--- config.mk ---
export PLATFORM = sky130hd
export DESIGN_NAME = imp_exec
export DESIGN_NICKNAME = d
export VERILOG_FILES = /design/src/imp_pkg.sv /design/src/imp_addr_add.sv /design/src/imp_exec.sv
export SDC_FILE = /design/constraint.sdc
export NUM_CORES = 1
export LEC_CHECK = 0
export BUFFER_PORTS_ARGS = -buffer_cell sky130_fd_sc_hd__buf_2
export CAP_MARGIN = 0
export CORE_MARGIN = 5
export CORE_UTILIZATION = 30
export CTS_CLUSTER_SIZE = 14
export DETAILED_ROUTE_END_ITERATION = 8
export PLACE_DENSITY = 0.61
export SLEW_MARGIN = 10
export SYNTH_ARGS = -nofsm -noshare
export SYNTH_HDL_FRONTEND = slang
export SYNTH_SLANG_ARGS = --single-unit
--- constraint.sdc ---
create_clock -name I_CLK -period 3.4 [get_ports I_CLK]
set_input_delay 0.51 -clock I_CLK [delete_from_list [all_inputs] [get_ports I_CLK]]
set_output_delay 0.51 -clock I_CLK [all_outputs]
set_load 0.03 [all_outputs]
--- src/imp_pkg.sv ---
// constants, encodings and state type for the indexed move and push execution block
`default_nettype none
package imp_pkg;
  // ***********************************************************
  // widths
  // ***********************************************************
  localparam int unsigned ADDR_W = 12;
  localparam int unsigned DATA_W = 8;
  localparam int unsigned OFF_W  = 7;
  localparam int unsigned WORD_W = 16;

  // ***********************************************************
  // instruction word fields
  // ***********************************************************
  localparam int unsigned MOVE_OP_POS = 7;
  localparam logic [8:0]  MOVE_OP     = 9'h1d7;
  localparam int unsigned SECOND_POS  = 12;
  localparam logic [3:0]  SECOND_OP   = 4'hf;
  localparam int unsigned PUSH_OP_POS = 8;
  localparam logic [7:0]  PUSH_OP     = 8'hfa;

  // ***********************************************************
  // reset values and fixed data
  // ***********************************************************
  localparam logic [ADDR_W-1:0] PTR_RST   = 12'h000;
  localparam logic [ADDR_W-1:0] ADDR_RST  = 12'h000;
  localparam logic [DATA_W-1:0] DATA_RST  = 8'h00;
  localparam logic [DATA_W-1:0] IND_DATA  = 8'h00;
  localparam logic [ADDR_W-1:0] PTR_STEP  = 12'h001;

  // ***********************************************************
  // indirect-addressing register addresses
  // ***********************************************************
  localparam logic [ADDR_W-1:0] IND_ADDR0 = 12'hffd;
  localparam logic [ADDR_W-1:0] IND_ADDR1 = 12'hffe;
  localparam logic [ADDR_W-1:0] IND_ADDR2 = 12'hfff;

  // ***********************************************************
  // sequencer states
  // ***********************************************************
  typedef enum logic [1:0] {
    IMP_IDLE  = 2'b00,
    IMP_DST   = 2'b01,
    IMP_WRITE = 2'b11
  } imp_state_t;
endpackage : imp_pkg
`default_nettype wire

--- src/imp_addr_add.sv ---
// stack pointer plus unsigned offset address adder
`default_nettype none
module imp_addr_add
  import imp_pkg::*;
(
  input  wire logic [ADDR_W-1:0] i_base,
  input  wire logic [OFF_W-1:0]  i_off,
  output logic      [ADDR_W-1:0] o_addr,
  output logic                   o_ind
);
  // ***********************************************************
  // address forming
  // ***********************************************************
  // zero-extended offset add
  assign o_addr = i_base + {{(ADDR_W - OFF_W){1'b0}}, i_off};
  assign o_ind  = (o_addr == IND_ADDR0) || (o_addr == IND_ADDR1) || (o_addr == IND_ADDR2);
endmodule : imp_addr_add
`default_nettype wire

--- src/imp_exec.sv ---
// execution sequencer for the indexed move and push literal instructions
`default_nettype none
module imp_exec
  import imp_pkg::*;
(
  input  wire logic              I_CLK,
  input  wire logic              I_RST_N,
  input  wire logic              I_INSN_VALID,
  input  wire logic [WORD_W-1:0] I_INSN_WORD,
  output logic                   O_INSN_READY,
  input  wire logic              I_PTR_WE,
  input  wire logic [ADDR_W-1:0] I_PTR_WDATA,
  output logic      [ADDR_W-1:0] O_PTR,
  output logic      [ADDR_W-1:0] O_MEM_ADDR,
  output logic                   O_MEM_RE,
  output logic                   O_MEM_WE,
  output logic      [DATA_W-1:0] O_MEM_WDATA,
  input  wire logic [DATA_W-1:0] I_MEM_RDATA,
  output logic                   O_DONE,
  output logic                   O_MOVE_NOP
);
  // ***********************************************************
  // state
  // ***********************************************************
  imp_state_t        state_reg;
  imp_state_t        state_next;
  logic [ADDR_W-1:0] ptr_reg;
  logic [ADDR_W-1:0] ptr_next;
  logic [ADDR_W-1:0] addr_reg;
  logic [ADDR_W-1:0] addr_next;
  logic              re_reg;
  logic              re_next;
  logic              we_reg;
  logic              we_next;
  logic [DATA_W-1:0] wdata_reg;
  logic [DATA_W-1:0] wdata_next;
  logic              src_ind_reg;
  logic              src_ind_next;
  logic              dst_ind_reg;
  logic              dst_ind_next;
  logic [ADDR_W-1:0] dst_addr_reg;
  logic [ADDR_W-1:0] dst_addr_next;
  logic              done_reg;
  logic              done_next;
  logic              nop_reg;
  logic              nop_next;

  // ***********************************************************
  // decode
  // ***********************************************************
  wire logic              take;
  wire logic              is_move;
  wire logic              is_push;
  wire logic              is_second;
  wire logic              move_start;
  wire logic              push_go;
  wire logic              dst_take;
  wire logic [OFF_W-1:0]  word_off;
  wire logic [DATA_W-1:0] word_lit;
  wire logic [ADDR_W-1:0] src_addr;
  wire logic              src_ind;
  wire logic [ADDR_W-1:0] dst_addr;
  wire logic              dst_ind;
  wire logic [DATA_W-1:0] move_data;

  // the write slot owns the memory port, so nothing new is taken there
  assign O_INSN_READY = (state_reg != IMP_WRITE);
  assign take         = I_INSN_VALID && O_INSN_READY;
  assign is_move      = (I_INSN_WORD[WORD_W-1:MOVE_OP_POS] == MOVE_OP);
  assign is_push      = (I_INSN_WORD[WORD_W-1:PUSH_OP_POS] == PUSH_OP);
  assign is_second    = (I_INSN_WORD[WORD_W-1:SECOND_POS] == SECOND_OP);
  assign word_off     = I_INSN_WORD[OFF_W-1:0];
  assign word_lit     = I_INSN_WORD[DATA_W-1:0];
  // move needs two words, push one
  assign move_start   = take && (state_reg == IMP_IDLE) && is_move;
  assign push_go      = take && (state_reg == IMP_IDLE) && is_push;
  // words that are not a second word are left for the rest of the core
  assign dst_take     = take && (state_reg == IMP_DST) && is_second;

  // ***********************************************************
  // address adders
  // ***********************************************************
  // both use the live pointer; push_go is gated to IMP_IDLE, so a push between words is impossible by construction
  imp_addr_add u_src_add (
    .i_base (ptr_reg),
    .i_off  (word_off),
    .o_addr (src_addr),
    .o_ind  (src_ind)
  );

  imp_addr_add u_dst_add (
    .i_base (ptr_reg),
    .i_off  (word_off),
    .o_addr (dst_addr),
    .o_ind  (dst_ind)
  );

  assign move_data = src_ind_reg ? IND_DATA : I_MEM_RDATA;

  // ***********************************************************
  // sequencer
  // ***********************************************************
  always_comb begin
    state_next    = state_reg;
    addr_next     = addr_reg;
    re_next       = 1'b0;
    we_next       = 1'b0;
    wdata_next    = wdata_reg;
    src_ind_next  = src_ind_reg;
    dst_ind_next  = dst_ind_reg;
    dst_addr_next = dst_addr_reg;
    done_next     = 1'b0;
    nop_next      = 1'b0;
    case (state_reg)
      IMP_IDLE: begin
        if (move_start) begin
          // first cycle forms source and reads it, unless it is an indirect register
          addr_next    = src_addr;
          re_next      = !src_ind;
          src_ind_next = src_ind;
          state_next   = IMP_DST;
        end else if (push_go) begin
          addr_next  = ptr_reg;
          we_next    = 1'b1;
          wdata_next = word_lit;
          done_next  = 1'b1;
        end
      end
      IMP_DST: begin
        if (dst_take) begin
          dst_addr_next = dst_addr;
          dst_ind_next  = dst_ind;
          state_next    = IMP_WRITE;
        end
      end
      IMP_WRITE: begin
        addr_next  = dst_addr_reg;
        we_next    = !dst_ind_reg;
        wdata_next = move_data;
        nop_next   = dst_ind_reg;
        done_next  = 1'b1;
        state_next = IMP_IDLE;
      end
      default: begin
        state_next = IMP_IDLE;
      end
    endcase
  end

  // ***********************************************************
  // stack pointer
  // ***********************************************************
  // full 12-bit decrement after the store
  assign ptr_next = push_go  ? (ptr_reg - PTR_STEP) :
                    I_PTR_WE ? I_PTR_WDATA : ptr_reg;

  // ***********************************************************
  // registers
  // ***********************************************************
  always_ff @(posedge I_CLK or negedge I_RST_N) begin
    if (!I_RST_N) begin
      state_reg    <= IMP_IDLE;
      ptr_reg      <= PTR_RST;
      addr_reg     <= ADDR_RST;
      re_reg       <= 1'b0;
      we_reg       <= 1'b0;
      wdata_reg    <= DATA_RST;
      src_ind_reg  <= 1'b0;
      dst_ind_reg  <= 1'b0;
      dst_addr_reg <= ADDR_RST;
      done_reg     <= 1'b0;
      nop_reg      <= 1'b0;
    end else begin
      state_reg    <= state_next;
      ptr_reg      <= ptr_next;
      addr_reg     <= addr_next;
      re_reg       <= re_next;
      we_reg       <= we_next;
      wdata_reg    <= wdata_next;
      src_ind_reg  <= src_ind_next;
      dst_ind_reg  <= dst_ind_next;
      dst_addr_reg <= dst_addr_next;
      done_reg     <= done_next;
      nop_reg      <= nop_next;
    end
  end

  // ***********************************************************
  // outputs
  // ***********************************************************
  // no flag port exists, status flags are untouched
  assign O_PTR       = ptr_reg;
  assign O_MEM_ADDR  = addr_reg;
  assign O_MEM_RE    = re_reg;
  assign O_MEM_WE    = we_reg;
  assign O_MEM_WDATA = wdata_reg;
  assign O_DONE      = done_reg;
  assign O_MOVE_NOP  = nop_reg;
endmodule : imp_exec
`default_nettype wire

Yosys cells after proc, flatten, opt, wreduce, memory -nomap -nowiden

Index checks and enable logic that the tools add are counted.

Flip-flop bits (word level): 52
Bits in latches: 0
Memory bits (writable): 0
Bits in read-only memories: 0
Input bits: 40
Output and inout bits: 37
Word-level logic and storage cells: 64
Memories: 0

$add $sub $neg: 2
$mul: 0
Divide/modulo/power cells: 0
Magnitude comparators: 0
Equal/unequal tests: 14
Shift operators: 0
Multiplexer cells: 19
Bitwise operators: 0
Reductions and logical operators: 18

Operators with widths:

| cell                  | number |
|---|---|
| $mux 12               | 4 |
| $eq 12x12->1 const B  | 3 |
| $mux 8                | 3 |
| $pmux 12 s2           | 1 |
| $pmux 8 s2            | 1 |
| $add 12x7->12         | 1 |
| $sub 12x1->12 const B | 1 |
| $ne 2x2->1 const B    | 5 |
| $eq 9x9->1 const B    | 1 |
| $eq 8x8->1 const B    | 1 |
| $reduce_and 2->1      | 4 |
| $logic_and 1x1->1     | 6 |
| $mux 1                | 5 |
| $eq 4x4->1 const B    | 1 |
| $mux 2                | 2 |
| $pmux 1 s2            | 2 |
| $pmux 2 s2            | 1 |
| $reduce_bool 2->1     | 2 |
| $ne 3x3->1 const B    | 1 |
| $reduce_and 3->1      | 1 |
| $eq 2x1->1 const B    | 1 |
| $eq 2x2->1 const B    | 1 |
| $logic_not 1->1       | 2 |
| $logic_not 2->1       | 1 |
| $logic_or 1x1->1      | 2 |

Longest topological paths before layout

Word-level depth: 7
Gate-level depth with buffers: 10
Depth with buffers taken out: 8

Hierarchy

From an unflattened synthesis, not the netlist that was laid out.

Cells, all modules: 414
Area total of the unflattened synthesis: 3831.2 um^2

Modules (own cells, without submodules):

| module       | instances | cells each | area an instance (um^2) | sequential area each (um^2) |
|---|---|---|---|---|
| imp_exec     | 1         | 294        | 2865.2                  | 1301.2 |
| imp_addr_add | 2         | 60         | 483.0                   | 0.0 |

Worst setup path before layout

OpenSTA, ideal clock, no wires.

Path type: register to register
Start point: register ptr_reg[0], in the netlist O_PTR[0]
End point: register re_reg, in the netlist O_MEM_RE
Setup time: 0.119 ns
Data arrival time: 2.633 ns
Required time: 3.281 ns
Setup slack: 0.648 ns
Cell stages (with the launch flop): 9
Path buffers: 0
Period minus slack after synthesis: 2.752 ns
Cell sequence: dfrtp_1 > ha_1 > fa_1 > a211oi_1 > o31ai_2 > o21ai_0 > xor2_1 > or4_1 > and2_1

Cells in the longest elaborated chain, start to end: 7
Elaborated cells between the ends (all ways): 9
Those cells by class: add/sub: 1; eq/ne: 3; mux: 2; reduce/logical: 3

RTL lines:

| element                | RTL line           | source |
|---|---|---|
| from (decl)            | imp_exec.sv:27     | `logic [ADDR_W-1:0] ptr_reg;` |
| from (signal assigned) | imp_exec.sv:175    | `ptr_reg <= ptr_next;` |
| $add 12x7->12 (*)      | imp_addr_add.sv:15 | `assign o_addr = i_base + {{(ADDR_W - OFF_W){1'b0}}, i_off};` |
| $eq 12x12->1           | imp_addr_add.sv:16 | `assign o_ind = (o_addr == IND_ADDR0) \|\| (o_addr == IND_ADDR1) \|\| (o_addr == IND_ADDR2);` |
| $logic_or 1x1->1       | imp_addr_add.sv:16 |  |
| $logic_or 1x1->1 (*)   | imp_addr_add.sv:16 |  |
| $logic_not 1->1 (*)    | imp_exec.sv:119    | `re_next = !src_ind;` |
| $mux 1 (*)             | imp_exec.sv:116    | `if (move_start) begin` |
| $mux 1 (*)             | imp_exec.sv:114    | `case (state_reg)` |
| named net re_next      | imp_exec.sv:32     | `logic re_next;` |
| to (signal assigned)   | imp_exec.sv:177    | `re_reg <= re_next;` |
| to (decl)              | imp_exec.sv:31     | `logic re_reg;` |

The timed path passes the listed nets; every way through them passes the cells marked *.
A chain may end at the register's enable or synchronous reset.

Worst setup path in the final report

Same ends and word-level chain as after synthesis.

==> key figures <==
Status
  • Status: complete, no violations

Yosys
  • Register area share after synthesis: 43.0%
  • Net count after synthesis: 391
  • Largest cells by area after synthesis: dfrtp_1, nand2_1, ha_1
  • FFs w/ async S/R, synth: 100%
  • Mapped Cells: 339
  • Distinct cells, synth: 52
  • Top_reg_cell synth: dfrtp_1
  • Biggest area consumer among synthesized cells: dfrtp_1
  • Mapped cell area: 3030 µm²
  • Yosys warnings: 0
  • Flops & latches, synth: 52
  • Count leader, synth: dfrtp_1
  • Avg Inst Size Synth: 8.93 µm²
  • Post-synth top area share: 43.0%
  • Post-synth EDFFs: 0
  • Most frequent cells after synthesis: dfrtp_1, nand2_1, nor2_1

Finish
  • Final Util: 37.3%
  • Layout cells sized above 1: 25.8%
  • Layout Nets: 462
  • # diodes: 0
  • P&R area growth vs syn: 20.8%
  • Post-route insts no fill: 544

Die
  • Die height: 110 µm
  • # rows: 36
  • Die X: 110 µm
  • Die Area: 12200 µm²
  • Core area: 9820 µm²
  • I/O Pins: 77
  • Initial Utilization: 30.8%

Critical path
  • Crit path cell chain: ha_1, fa_1, a211oi_1, o31ai_2, o21ai_0, xor2_1, or4_1, and2_1
  • Worst Path Required: 3.61 ns
  • Worst Path Arrival: 3.03 ns
  • CP Max Fanout: 6
  • Startpoint types: flop
  • Worst R2R Start: O_PTR[0]
  • Reg2reg path depth: 8
  • Crit path kind: reg2reg
  • Reg2reg end: O_MEM_RE
  • CP max stage delay: 0.57 ns
  • Crit path capture type: flop
  • R2r setup slk: 0.58 ns
  • CP max-delay cell: or4_1

Clock network
  • CTS Root Cell: clkbuf_8
  • TritonCTS Buffers: 5
  • Post-CTS Resized: 0
  • CTS sink count: 52
  • CTS max path bufs: 2
  • Buffer count from post-CTS setup fixing: 0
  • Worst-Skew Late Latency: 0.31 ns
  • CTS tree: yes
  • Clock-pin slew on the worst setup and hold paths: 0.10 ns
  • H-tree Lvls: 2
  • Post-CTS Hold Buffers: 0

Placed design
  • Post-Place Setup Slack: 0.420 ns
  • Port Buf Inserts: 76
  • Gpl congestion: 0.860
  • Hpwl dp: 6.63 mm
  • Placed cells: 536

Power and ir drop
  • Sequential cell fraction of total power: 40.8%
  • Pleak: 1.69 nW
  • Worst vdd ir: 0.210 mV
  • Sw frac: 41.1%
  • P_sw: 937 µW
  • Tot Pwr: 2.28 mW
  • Comb pwr share: 39.8%
  • Clk pwr share: 19.4%
  • Pwr dens: 622 nW/µm²
  • Int Pwr: 1.34 mW

Routing
  • DR DRC count: 0
  • DR pass1 iterations: 4
  • ANT nets after route: 0
  • Detailed router's first-iteration violation count: 194
  • Total number of vias: 2747
  • Wire per inst: 15.5 µm
  • DR vias/cell: 5.05
  • Post-Route WL: 8.46 mm

Timing
  • Final period util: 82.9%
  • Fmax: 355 MHz
  • Clock Skew: 0.00653 ns
  • Setup tns final: 0 ns
  • Final setup viols: 0
  • Final setup margin: 0.582 ns
  • Worst Max-Slew Pin Slew: 0.907 ns
  • Max-slew headroom: 39.5%
  • Hold Vio Cnt, Final: 0
  • Final period demand of the worst path: 2.82 ns
  • Final Max Tran Viols: 0
  • RSZ-0062 raised after global routing: false

Hold path
  • Min-delay worst type: in2async

Global route
  • All-Layer GR Usage: 14.4%
  • Grt ovf: 0
  • Vias in the first global route: 2764
  • Global-route wire length before repair: 14.6 mm
  • Pin count of the biggest net entering global routing: 29
  • Antenna violations before repair: 0

Run
  • Max-cap violations: 0
## logic make-up after synthesis
group                      Yosys count  synth area share, %
buffers and inverters               27                 3.93
DFF                                 52                 43.0
AOI/OAI and AO/OA                   92                 19.5
adders and majority gates           12                 5.21
muxes                                9                 3.26
and+or+nand+nor                    134                 21.3
xor gates and xnor gates            13                 3.76
## worst max-delay path by stage
stage	cells past startpoint	from	end
after global routing	8	state_reg[1]	O_MEM_ADDR[7]
after floorplan	8	O_PTR[0]	O_MEM_RE
after CTS	8	O_PTR[0]	dst_ind_reg
after detailed placement	9	I_INSN_WORD[0]	O_MEM_RE
after global placement	9	I_INSN_WORD[0]	O_MEM_RE
final	8	O_PTR[0]	O_MEM_RE
## layer usage
metal  GRT usage (%)  part of all wire, %
met2            22.7                   46
met3            2.68                  4.4
met4            3.20                 0.98
met1            20.7                   49
met5               0                    0
## critical path: cells and delay by family (launching register included)
family | cells | cell delay (ns)
DFF | 1 | 0.45
xor gates and xnor gates | 1 | 0.12
AOI/OAI and AO/OA | 3 | 0.72
and+or+nand+nor | 2 | 0.75
adders and majority gates | 2 | 0.67
## power groups by stage
stage                     registers (mW)  clock network (mW)  logic (mW)
after floorplan                     1.14                   0       0.441
after global placement             0.939                   0       0.903
after detailed placement           0.944                   0       0.918
after CTS                          0.931               0.451       0.920
after global routing               0.958               0.479        1.01
final                              0.929               0.441       0.906
## layout make-up
type	count	area, µm²
sequential	52	1300
fill	1057	6160
clock buffer	5	68.8
tap	133	166
inverter	7	26.3
multi-input combinational	260	1610
timing repair buffer	84	440
clock inverter	3	47.5
## metrics by stage
stage / hold slack (ns) / instance area [µm²]
2_1_floorplan: 0.214 / 3030
3_3_place_gp: 0.463 / 3540
3_5_place_dp: 0.470 / 3540
4_1_cts: 0.203 / 3660
5_1_grt: 0.224 / 3660
6_report: 0.181 / 3660
## cells in the final DEF, fill, tap and decap left out, types with 4 or more instances in the layout
| cell type | instances |
|---|---|
| xor2_1 | 10 |
| dfrtp_1 | 52 |
| nor2_1 | 35 |
| nand4_1 | 4 |
| buf_4 | 8 |
| nor4_1 | 6 |
| a22oi_1 | 11 |
| mux2_2 | 7 |
| nor3_1 | 10 |
| a211oi_1 | 5 |
| and3_1 | 5 |
| buf_2 | 76 |
| o21ai_0 | 26 |
| nand2_1 | 47 |
| clkbuf_8 | 5 |
| inv_1 | 7 |
| a21oi_1 | 25 |
| ha_1 | 11 |
| nand3_1 | 6 |
Power figures use the tool's default switching activity.
